`config.mk`:
```
export PLATFORM = sky130hd
export DESIGN_NAME = negop_core
export DESIGN_NICKNAME = d
export VERILOG_FILES = /design/src/negop_pkg.sv /design/src/negop_core.sv /design/src/op_unit.sv
export VERILOG_INCLUDE_DIRS = /design/src
export SDC_FILE = /design/constraint.sdc
export NUM_CORES = 1
export LEC_CHECK = 0
export ABC_AREA = 1
export BUFFER_PORTS_ARGS = -buffer_cell sky130_fd_sc_hd__buf_4
export CORE_MARGIN = 4
export CORE_UTILIZATION = 50
export DETAILED_ROUTE_END_ITERATION = 8
export PLACE_DENSITY = 0.7
export RECOVER_POWER = 25
export SETUP_SLACK_MARGIN = 0.2
export SLEW_MARGIN = 20
export SYNTH_ARGS = -nofsm -noshare
export SYNTH_HDL_FRONTEND = slang
export SYNTH_SLANG_ARGS = --single-unit
export TNS_END_PERCENT = 10
```
`constraint.sdc`:
```
create_clock -name clock -period 4.9 [get_ports clock]
set_input_delay 0.98 -clock clock [delete_from_list [all_inputs] [get_ports clock]]
set_output_delay 0.98 -clock clock [all_outputs]
set_load 0.005 [all_outputs]
```
`src/negop_consts.svh`:
```
// Constants for the negate/invert/or/output datapath block.
// Assumes a 32-bit AXI4-Lite register port with byte addresses.
`ifndef NEGOP_CONSTS_SVH
`define NEGOP_CONSTS_SVH

// Register byte offsets
`define OFF_CTRL   8'h00
`define OFF_DEST   8'h04
`define OFF_SRC    8'h08
`define OFF_ACC    8'h0C
`define OFF_PTR    8'h10
`define OFF_FLAGS  8'h14
`define OFF_STATUS 8'h18

// Control register fields
`define CTRL_OP_LSB   0
`define CTRL_OP_MSB   2
`define CTRL_WORD     3
`define CTRL_USE_PTR  4
`define CTRL_IMM_LSB  8
`define CTRL_IMM_MSB  15

// Operation codes
`define OPC_IDLE 3'h0
`define OPC_NEG  3'h1
`define OPC_NOT  3'h2
`define OPC_OR   3'h3
`define OPC_OUT  3'h4

// Flag bit positions in the flag word
`define FLG_CF 0
`define FLG_PF 2
`define FLG_AF 4
`define FLG_ZF 6
`define FLG_SF 7
`define FLG_TF 8
`define FLG_IF 9
`define FLG_DF 10
`define FLG_OF 11

// Reset values and bus answers
`define FLAGS_RST  12'h000
`define RESP_OKAY  2'h0
`define RESP_SLVERR 2'h2

`endif

```
`src/negop_pkg.sv`:
```
// Types shared by the datapath block and its operation unit.
// Assumes negop_consts.svh is on the include path.
`include "negop_consts.svh"

package negop_pkg;

    typedef enum logic [2:0] {
        OP_IDLE = `OPC_IDLE,
        OP_NEG  = `OPC_NEG,
        OP_NOT  = `OPC_NOT,
        OP_OR   = `OPC_OR,
        OP_OUT  = `OPC_OUT
    } op_code_t;

    typedef struct packed {
        logic        aw_got;
        logic [7:0]  awaddr;
        logic        w_got;
        logic [31:0] wdata;
        logic [3:0]  wstrb;
        logic        bvalid;
        logic [1:0]  bresp;
        logic        rvalid;
        logic [31:0] rdata;
        logic [1:0]  rresp;
        logic [15:0] ctrl;
        logic [15:0] dest;
        logic [15:0] src;
        logic [15:0] acc;
        logic [15:0] ptr;
        logic [11:0] flags;
        logic [15:0] out_cnt;
        logic        out_valid;
        logic [15:0] out_port;
        logic [15:0] out_data;
        logic        out_word;
    } core_state_t;

endpackage : negop_pkg

```
`src/negop_core.sv`:
```
// Datapath block for negate, idle, invert, or and port output, with an
// AXI4-Lite register port. Assumes a single 25 MHz clock shared with the
// bus master; every bus signal is synchronous to it.
// Overview of operation
// - Negate gives all-ones minus operand plus one
// - Negating zero yields zero, zero flag set, sign and carry clear
// - Most negative value stays, overflow flag set
// - Idle changes nothing, flags untouched
// - Invert forms one's complement, flags untouched
// - Or sets bits, clears carry and overflow
// - Output sends low byte or word, flags kept
// - Port from 8-bit immediate or pointer
`timescale 1ns/1ps
`default_nettype none

module negop_core
    import negop_pkg::*;
(
    input  wire logic        clock,
    input  wire logic        rst,
    input  wire logic        awvalid,
    output logic             awready,
    input  wire logic [7:0]  awaddr,
    input  wire logic [2:0]  awprot,
    input  wire logic        wvalid,
    output logic             wready,
    input  wire logic [31:0] wdata,
    input  wire logic [3:0]  wstrb,
    output logic             bvalid,
    input  wire logic        bready,
    output logic [1:0]       bresp,
    input  wire logic        arvalid,
    output logic             arready,
    input  wire logic [7:0]  araddr,
    input  wire logic [2:0]  arprot,
    output logic             rvalid,
    input  wire logic        rready,
    output logic [31:0]      rdata,
    output logic [1:0]       rresp,
    output logic             port_out_valid,
    output logic [15:0]      port_out_addr,
    output logic [15:0]      port_out_data,
    output logic             port_out_word
);
    import negop_pkg::*;

    core_state_t s_q;
    core_state_t s_d;

    logic        do_write;
    logic [7:0]  wr_addr;
    logic [31:0] wr_data;
    logic [3:0]  wr_strb;
    logic        exec;
    op_code_t    ex_op;
    logic        ex_word;
    logic        ex_ptr;
    logic [7:0]  ex_imm;
    logic [15:0] alu_result;
    logic [11:0] alu_flags;
    logic [15:0] flag_merge;

    function automatic logic [15:0] merge16(input logic [15:0] old,
                                            input logic [31:0] data,
                                            input logic [3:0]  strb);
        logic [15:0] v;
        v = old;
        if (strb[0])
            v[7:0] = data[7:0];
        if (strb[1])
            v[15:8] = data[15:8];
        return v;
    endfunction : merge16

    assign awready = !s_q.aw_got && !s_q.bvalid;
    assign wready  = !s_q.w_got && !s_q.bvalid;
    assign arready = !s_q.rvalid;
    assign bvalid  = s_q.bvalid;
    assign bresp   = s_q.bresp;
    assign rvalid  = s_q.rvalid;
    assign rdata   = s_q.rdata;
    assign rresp   = s_q.rresp;
    assign port_out_valid = s_q.out_valid;
    assign port_out_addr  = s_q.out_port;
    assign port_out_data  = s_q.out_data;
    assign port_out_word  = s_q.out_word;

    // Address and data may arrive in either order; write commits once both held
    assign wr_addr  = s_q.aw_got ? s_q.awaddr : awaddr;
    assign wr_data  = s_q.w_got ? s_q.wdata : wdata;
    assign wr_strb  = s_q.w_got ? s_q.wstrb : wstrb;
    assign do_write = (s_q.aw_got || (awvalid && awready))
                   && (s_q.w_got || (wvalid && wready));

    // A write to the control word with byte lane 0 strobed launches the operation it names
    assign exec    = do_write && (wr_addr == `OFF_CTRL) && wr_strb[0];
    assign ex_op   = op_code_t'(wr_data[`CTRL_OP_MSB:`CTRL_OP_LSB]);
    assign ex_word = wr_data[`CTRL_WORD];
    assign ex_ptr  = wr_data[`CTRL_USE_PTR];
    assign ex_imm  = wr_strb[1] ? wr_data[`CTRL_IMM_MSB:`CTRL_IMM_LSB]
                                : s_q.ctrl[`CTRL_IMM_MSB:`CTRL_IMM_LSB];

    // Flag word is 12 bits; the merge works on 16, upper nibble dropped
    assign flag_merge = merge16({4'h0, s_q.flags}, wr_data, wr_strb);

    op_unit i_op_unit (
        .op        (ex_op),
        .word      (ex_word),
        .dest      (s_q.dest),
        .src       (s_q.src),
        .flags_in  (s_q.flags),
        .result    (alu_result),
        .flags_out (alu_flags)
    );

    always_comb
    begin
        s_d = s_q;
        s_d.out_valid = 1'b0;
        if (awvalid && awready)
        begin
            s_d.aw_got = 1'b1;
            s_d.awaddr = awaddr;
        end
        if (wvalid && wready)
        begin
            s_d.w_got = 1'b1;
            s_d.wdata = wdata;
            s_d.wstrb = wstrb;
        end
        if (s_q.bvalid && bready)
            s_d.bvalid = 1'b0;
        if (do_write)
        begin
            s_d.aw_got = 1'b0;
            s_d.w_got  = 1'b0;
            s_d.bvalid = 1'b1;
            s_d.bresp  = `RESP_OKAY;
            unique case (wr_addr)
                `OFF_CTRL:
                begin
                    s_d.ctrl = merge16(s_q.ctrl, wr_data, wr_strb);
                    if (exec)
                    begin
                        s_d.dest  = alu_result;
                        s_d.flags = alu_flags;
                        if (ex_op == OP_OUT)
                        begin
                            s_d.out_valid = 1'b1;
                            s_d.out_word  = ex_word;
                            s_d.out_port  = ex_ptr ? s_q.ptr
                                                   : {8'h00, ex_imm};
                            s_d.out_data  = ex_word ? s_q.acc
                                          : {8'h00, s_q.acc[7:0]};
                            s_d.out_cnt   = s_q.out_cnt + 16'h0001;
                        end
                    end
                end
                `OFF_DEST:  s_d.dest = merge16(s_q.dest, wr_data, wr_strb);
                `OFF_SRC:   s_d.src  = merge16(s_q.src, wr_data, wr_strb);
                `OFF_ACC:   s_d.acc  = merge16(s_q.acc, wr_data, wr_strb);
                `OFF_PTR:   s_d.ptr  = merge16(s_q.ptr, wr_data, wr_strb);
                `OFF_FLAGS:
                begin
                    s_d.flags = flag_merge[11:0];
                end
                `OFF_STATUS: s_d.bresp = `RESP_OKAY;
                default:     s_d.bresp = `RESP_SLVERR;
            endcase
        end
        if (s_q.rvalid && rready)
            s_d.rvalid = 1'b0;
        if (arvalid && arready)
        begin
            s_d.rvalid = 1'b1;
            s_d.rresp  = `RESP_OKAY;
            unique case (araddr)
                `OFF_CTRL:   s_d.rdata = {16'h0000, s_q.ctrl};
                `OFF_DEST:   s_d.rdata = {16'h0000, s_q.dest};
                `OFF_SRC:    s_d.rdata = {16'h0000, s_q.src};
                `OFF_ACC:    s_d.rdata = {16'h0000, s_q.acc};
                `OFF_PTR:    s_d.rdata = {16'h0000, s_q.ptr};
                `OFF_FLAGS:  s_d.rdata = {20'h00000, s_q.flags};
                `OFF_STATUS: s_d.rdata = {16'h0000, s_q.out_cnt};
                default:
                begin
                    s_d.rdata = 32'h00000000;
                    s_d.rresp = `RESP_SLVERR;
                end
            endcase
        end
    end

    always_ff @(posedge clock)
    begin
        if (rst)
            s_q <= '0;
        else
            s_q <= s_d;
    end
endmodule : negop_core
`default_nettype wire

```
`src/op_unit.sv`:
```
// Combinational operation unit: result and flags for one operation.
// Assumes the caller registers the outputs; no state is held here.
`timescale 1ns/1ps
`default_nettype none

module op_unit
    import negop_pkg::*;
(
    input  wire negop_pkg::op_code_t op,
    input  wire logic           word,
    input  wire logic [15:0]    dest,
    input  wire logic [15:0]    src,
    input  wire logic [11:0]    flags_in,
    output logic      [15:0]    result,
    output logic      [11:0]    flags_out
);
    import negop_pkg::*;

    logic [15:0] mask;
    logic [15:0] operand;
    logic [15:0] raw;
    logic        most_neg;

    always_comb
    begin
        mask      = word ? 16'hFFFF : 16'h00FF;
        operand   = dest & mask;
        raw       = 16'h0000;
        result    = dest;
        flags_out = flags_in;
        most_neg  = word ? (operand == 16'h8000) : (operand == 16'h0080);
        unique case (op)
            OP_NEG:
            begin
                // Zero and the most negative value come back unchanged
                raw = ((16'hFFFF - operand) + 16'h0001) & mask;
                result = (dest & ~mask) | raw;
                flags_out[`FLG_CF] = (operand != 16'h0000);
                flags_out[`FLG_OF] = most_neg;
                flags_out[`FLG_AF] = (operand[3:0] != 4'h0);
                flags_out[`FLG_ZF] = (raw == 16'h0000);
                flags_out[`FLG_SF] = word ? raw[15] : raw[7];
                flags_out[`FLG_PF] = ~^raw[7:0];
            end
            OP_NOT:
            begin
                raw = (16'hFFFF - operand) & mask;
                result = (dest & ~mask) | raw;
            end
            OP_OR:
            begin
                raw = (operand | src) & mask;
                result = (dest & ~mask) | raw;
                flags_out[`FLG_CF] = 1'b0;
                flags_out[`FLG_OF] = 1'b0;
                // Aux carry is undefined here; cleared for repeatability
                flags_out[`FLG_AF] = 1'b0;
                flags_out[`FLG_ZF] = (raw == 16'h0000);
                flags_out[`FLG_SF] = word ? raw[15] : raw[7];
                flags_out[`FLG_PF] = ~^raw[7:0];
            end
            OP_IDLE, OP_OUT:
            begin
                result = dest;
            end
            default:
            begin
                result = dest;
            end
        endcase
    end

endmodule : op_unit
`default_nettype wire

```
; ---- After elaboration in Yosys (flattened, before gate mapping)
; Index checks and enable logic that the tools add are counted.
[word_totals]
latchBits = 0
reg_bits = 208
rom_bits = 0
ramBits = 0
mem_count = 0
output_inout_bits = 75
elab_cells = 148
input_bits = 65
[classes]
eq_ne = 25
bitwise_logic = 13
add_sub_neg = 3
shift = 0
n_reduce_logical = 47
n_mux = 31
div_mod_pow = 0
magnitude_cmp = 0
n_mul = 0
[ops]
columns = cell, n
row1 = $pmux 16 s7, 1
row2 = $and 16x16->16, 5
row3 = $mux 16, 5
row4 = $or 16x16->16, 4
row5 = $mux 62, 1
row6 = $mux 50, 1
row7 = $eq 8x5->1 const B, 6
row8 = $pmux 16 s3, 1
row9 = $mux 35, 1
row10 = $add 16x1->16 const B, 2
row11 = $eq 8x4->1 const B, 4
row12 = $logic_not 16->1, 2
row13 = $mux 8, 4
row14 = $pmux 16 s2, 1
row15 = $pmux 12 s2, 1
row16 = $reduce_and 3->1, 7
row17 = $reduce_and 5->1, 4
row18 = $eq 16x16->1 const B, 1
row19 = $eq 16x8->1 const B, 1
row20 = $eq 8x3->1 const B, 2
row21 = $logic_not 8->1, 2
row22 = $not 16->16, 1
row23 = $reduce_bool 16->1, 1
row24 = $reduce_xnor 8->1, 2
row25 = 24 further kinds, 59

; ---- Depth between registers and ports, before layout
[depth]
ltp_word = 10
mapped_depth = 18
depth_no_buf = 18

; ---- Hierarchy
; From an unflattened synthesis, not the netlist that was laid out.
[unflattened]
cells_unflattened = 1742
area_unflattened_um2 = 11121.9
[by_module_without_submodules]
columns = module, n_inst, cells_each, seq_area_each_um2, area_per_inst_um2
row1 = negop_core, 1, 1455, 3803.6, 9675.5
row2 = op_unit, 1, 287, 0.0, 1446.4

; ---- Least setup slack after synthesis
; Ideal clock, no wire load.
[synth_path]
kind = in2reg
from = input port awaddr[0]
to = register s_q[48] in the netlist's numbering
path_buffers = 2
required_time_ns = 4.768
setup_ns = 0.132
setup_slack_ns = 2.340
arrival_time_ns = 2.427
stages = 12
cell_sequence = o31ai_2 inv_2 nor2_1 nand2_1 nor2_2 nand2_1 nor2_1 nand2_1 buf_2 buf_2 nand2_1 a21oi_1
[synth_between]
elab_chain_cells = 5
[synth_rtl]
columns = element, line_no
row1 = start: declaration, negop_core.sv:23  ; input wire logic [7:0] awaddr,
row2 = $mux 8 (*), negop_core.sv:89  ; assign wr_addr = s_q.aw_got ? s_q.awaddr : awaddr;
row3 = $logic_not 8->1 (*), negop_core.sv:139  ; unique case (wr_addr)
row4 = $logic_and 1x1->1 (2 in a row), negop_core.sv:96  ; assign exec = do_write && (wr_addr == `OFF_CTRL) && wr_strb[0];
row5 = $reduce_and 4->1 (no source line) (*), -
row6 = end signal: assignment, negop_core.sv:197  ; s_q <= '0;
row7 = end signal: assignment, negop_core.sv:199  ; s_q <= s_d;
row8 = end: declaration, negop_core.sv:47  ; core_state_t s_q;
; Every way passes the cells marked *; elsewhere a longest branch is shown, timed or not.
; A chain may end at the register's enable or synchronous reset.

; ---- Worst setup path after layout
[layout_path]
from = register s_q[216] in the netlist's numbering
to = register s_q[119] in the netlist's numbering
[layout_between]
elab_chain_cells = 10
elab_cells_between_ends = 33
classes_between = add/sub (2) / eq/ne (6) / mux (7) / bitwise (10) / reduce/logical (8)
[layout_rtl]
columns = element, line_no
row1 = $mux 16, negop_core.sv:90  ; assign wr_data = s_q.w_got ? s_q.wdata : wdata;
row2 = $mux 16, op_unit.sv:26  ; mask = word ? 16'hFFFF : 16'h00FF;
row3 = $and 16x16->16, op_unit.sv:27  ; operand = dest & mask;
row4 = $sub 16x16->16, "op_unit.sv:36, op_unit.sv:47"
row5 = $add 16x1->16, op_unit.sv:36  ; raw = ((16'hFFFF - operand) + 16'h0001) & mask;
row6 = $and 16x16->16, op_unit.sv:36
row7 = $or 16x16->16, op_unit.sv:37  ; result = (dest & ~mask) | raw;
row8 = $pmux 16 s3, op_unit.sv:32  ; unique case (op)
row9 = $mux 16, negop_core.sv:143  ; if (exec)
row10 = $pmux 16 s2, negop_core.sv:139
; Several ways; a longest one is shown, not always the timed one. The select of a mux whose other input is x is not followed.

==> results_dict.tcl <==
set metrics [dict create \
    netlist_top_cells_count "sky130_fd_sc_hd__nand2_1 (337), sky130_fd_sc_hd__dfxtp_1 (190), sky130_fd_sc_hd__a21oi_1 (163)" \
    ys_seq_elements 190 \
    pwr_density_cell_mw_per_mm2 321 \
    post_drt_via_cell_ratio 5.58 \
    grt_start_max_net_pins 88 \
    layout.nets 1594 \
    tns_setup_ps 0 \
    worstPathArrival_ps 4320 \
    die_height_um 151 \
    grt_setup_unrepaired "no" \
    post-synth-top-area-fraction_pct 37.3 \
    syn_area_sq_mm 0.0102 \
    timing.reg2reg.setup_slack_ps 950 \
    fp.coreArea_sq_mm 0.0198 \
    outcome "finished with violations" \
    drt-initial-drc-count 1298 \
    timing.clock.skew_ps 12.1 \
    cts.repair.resized 0 \
    final_layout_size_suffix_gt1_share_pct 11.1 \
    required_time_of_the_critical_path_ps 5280 \
    clock-root-buffer "sky130_fd_sc_hd__clkbuf_16" \
    minimum_setup_slack_after_placement_ps 1130 \
    postSynth.topFlopCell "sky130_fd_sc_hd__dfxtp_1" \
    top_level_ports 140 \
    synth.largest_area_cell "sky130_fd_sc_hd__dfxtp_1" \
    critical_path.startpoint_type "flip-flop" \
    setup_viol 0 \
    critPathMaxFanout 23 \
    slew_headroom_pct 33.4 \
    numPlacedInstances 1766 \
    cts_tree "done" \
    grt_first_pass_wirelength_mm 47.5 \
    timing.final.ws_setup_ps 952 \
    port_buffers 97 \
    tightestPinTransition_ps 996 \
    post_synth.cell_area_avg_sq_um 6.72 \
    std_cell_rows 51 \
    synth-edff-count 0 \
    grt_util_all_layers_pct 26.5 \
    drt-total-wl_mm 30.5 \
    hold_violations 0 \
    library_cell_with_the_highest_instance_count_after_synthesis "sky130_fd_sc_hd__nand2_1" \
    place_area_sq_mm 0.0106 \
    die_w_um 151 \
    detail-route-antenna-nets 0 \
    worstSkewPairLatency_ps 440 \
    synthCells 1517 \
    clock_tree.buffer_depth 2 \
    synth.lib_cells_used.distinct 44 \
    grt_pass1_vias 8920 \
    final_util_pct 56.3 \
    dp_hpwl_mm 21.6 \
    antenna_violations_before_repair 0 \
    hp-class "flip-flop to flip-flop" \
    maxClockFrequency_mhz 253 \
    post_layout_nonfiller_instances 1797 \
    endpoint_kind "flip-flop" \
    worstSetupPathType "flip-flop to flip-flop" \
    power.leakage_nw 4.51 \
    yosys_warnings 0 \
    drc_errors 4 \
    maxCapViolations 0 \
    postCtsHoldBufs 0 \
    failed_checks "DRC" \
    post_synth_main_area_contributors "sky130_fd_sc_hd__dfxtp_1 (37%), sky130_fd_sc_hd__nand2_1 (12%), sky130_fd_sc_hd__a21oi_1 (8.0%)" \
    gp_congestion 0.922 \
    final_period_minus_worst_setup_slack_ps 3950 \
    initial_core_util_pct 51.5 \
    cts-htree-levels 4 \
    seq_area_frac_synth_pct 37.3 \
    cts.sinks 190 \
    drt_pre_antenna_iters 9 \
    min_period_over_period_pct 80.6 \
    final-max-slew-violation-count 0 \
    post_cts_buffers 0 \
    power.total_mw 3.58 \
    area_growth_pct 9.33 \
    grt_overflow_total 0 \
    cts_made_buffers 17 \
    route.detailed.wl_per_inst_um 17.0 \
    area_of_all_placed_cells_without_fillers_sq_mm 0.0111 \
    vdd_ir_drop_max_uv 314 \
    clk_transition_reported_paths_ps 70 \
    dr_total_vias 10000 \
    async_reset_ff_share_pct 0 \
    floorplan.die_area_sq_mm 0.0227 \
    fin_hold_ws_ps 448 \
]
## cells in the final DEF, fill, tap and decap left out, types with 3 or more instances in the layout
master | synthesis | layout
sky130_fd_sc_hd__o21ai_1 | 23 | 23
sky130_fd_sc_hd__nand4_1 | 9 | 9
sky130_fd_sc_hd__ha_1 | 9 | 9
sky130_fd_sc_hd__xnor2_1 | 6 | 6
sky130_fd_sc_hd__buf_4 | 73 | 50
sky130_fd_sc_hd__o31ai_1 | 6 | 6
sky130_fd_sc_hd__nor3_1 | 14 | 14
sky130_fd_sc_hd__o221ai_1 | 6 | 6
sky130_fd_sc_hd__o21ai_0 | 140 | 140
sky130_fd_sc_hd__nor4_1 | 7 | 7
sky130_fd_sc_hd__o22ai_1 | 35 | 35
sky130_fd_sc_hd__o2111ai_1 | 4 | 4
sky130_fd_sc_hd__conb_1 | 1 | 18
sky130_fd_sc_hd__or2_2 | 16 | 16
sky130_fd_sc_hd__clkbuf_8 | 0 | 3
sky130_fd_sc_hd__a211oi_1 | 5 | 5
sky130_fd_sc_hd__nand3_1 | 76 | 76
sky130_fd_sc_hd__nand2_1 | 337 | 337
sky130_fd_sc_hd__nor2_1 | 150 | 150
sky130_fd_sc_hd__clkbuf_4 | 0 | 50
sky130_fd_sc_hd__clkbuf_1 | 58 | 7
sky130_fd_sc_hd__clkinv_4 | 0 | 3
sky130_fd_sc_hd__clkbuf_16 | 0 | 17
sky130_fd_sc_hd__inv_2 | 13 | 13
sky130_fd_sc_hd__clkinv_1 | 4 | 4
sky130_fd_sc_hd__nand3b_1 | 3 | 3
sky130_fd_sc_hd__dfxtp_1 | 190 | 190
sky130_fd_sc_hd__inv_1 | 120 | 120
sky130_fd_sc_hd__xor2_1 | 17 | 17
sky130_fd_sc_hd__a21oi_1 | 163 | 164
## final timing paths
kind / depth (start not counted) / endpoint / startpoint
hold reg to reg: 2 / s_q[129] / s_q[129]
setup / recovery: 12 / s_q[119] / s_q[216]
setup reg to reg: 12 / s_q[119] / s_q[216]
hold / removal: 2 / s_q[129] / s_q[129]
## per-layer routing
| metal | GRT usage [%] | part of all wire (%) | vias to the layer above |
|---|---|---|---|
| li1 | - | - | 4915 |
| met1 | 38.4 | 45 | 4627 |
| met2 | 39.6 | 44 | 431 |
| met3 | 4.70 | 8.3 | 56 |
| met4 | 9.56 | 2.5 | 0 |
| met5 | 0 | 0 | - |
## kinds of logic after synthesis
kind of cell	synth area share, %
AO/OA/AOI/OAI	20.7
XOR/XNOR	1.98
adder cells (fa/ha/maj)	1.10
buffers and inverters	13.0
flip-flops	37.3
other	0.0368
AND/OR/NAND/NOR	25.8
## sequential cells by signal (all words and copies together) (netlist names)
name	cells
s_q	136
rdata	16
rresp	1
port_out_addr	16
bresp	1
port_out_word	1
port_out_valid	1
bvalid	1
rvalid	1
port_out_data	16
## critical path: stages, from the launching register on
cell	delay (ps)
sky130_fd_sc_hd__dfxtp_1	560
sky130_fd_sc_hd__nor3b_2	250
sky130_fd_sc_hd__buf_4	250
sky130_fd_sc_hd__inv_1	300
sky130_fd_sc_hd__a21oi_1	650
sky130_fd_sc_hd__inv_2	200
sky130_fd_sc_hd__nor2_4	410
sky130_fd_sc_hd__nand2_1	400
sky130_fd_sc_hd__nand2_1	170
sky130_fd_sc_hd__nand3_2	340
sky130_fd_sc_hd__nand2_1	150
sky130_fd_sc_hd__nand2_1	50
sky130_fd_sc_hd__a21oi_1	140
## where the power goes
part | switching, mW | leakage (nW) | internal [mW] | total (mW)
Clock | 0.639 | 0.287 | 0.796 | 1.44
Sequential | 0.0334 | 1.54 | 1.58 | 1.62
Combinational | 0.383 | 2.69 | 0.139 | 0.523
Total | 1.06 | 4.51 | 2.52 | 3.58
## area by class of cell
class                           count  area, sq um
Antenna cell                        1         2.50
Clock buffer                       20          467
Clock inverter                     10          130
Fill cell                        1973         8640
Inverter                          137          514
Multi-Input combinational cell   1067         5120
Sequential cell                   190         3800
Tap cell                          265          332
Timing Repair Buffer              107          777
No activity file was read; power rests on OpenSTA's default activity.
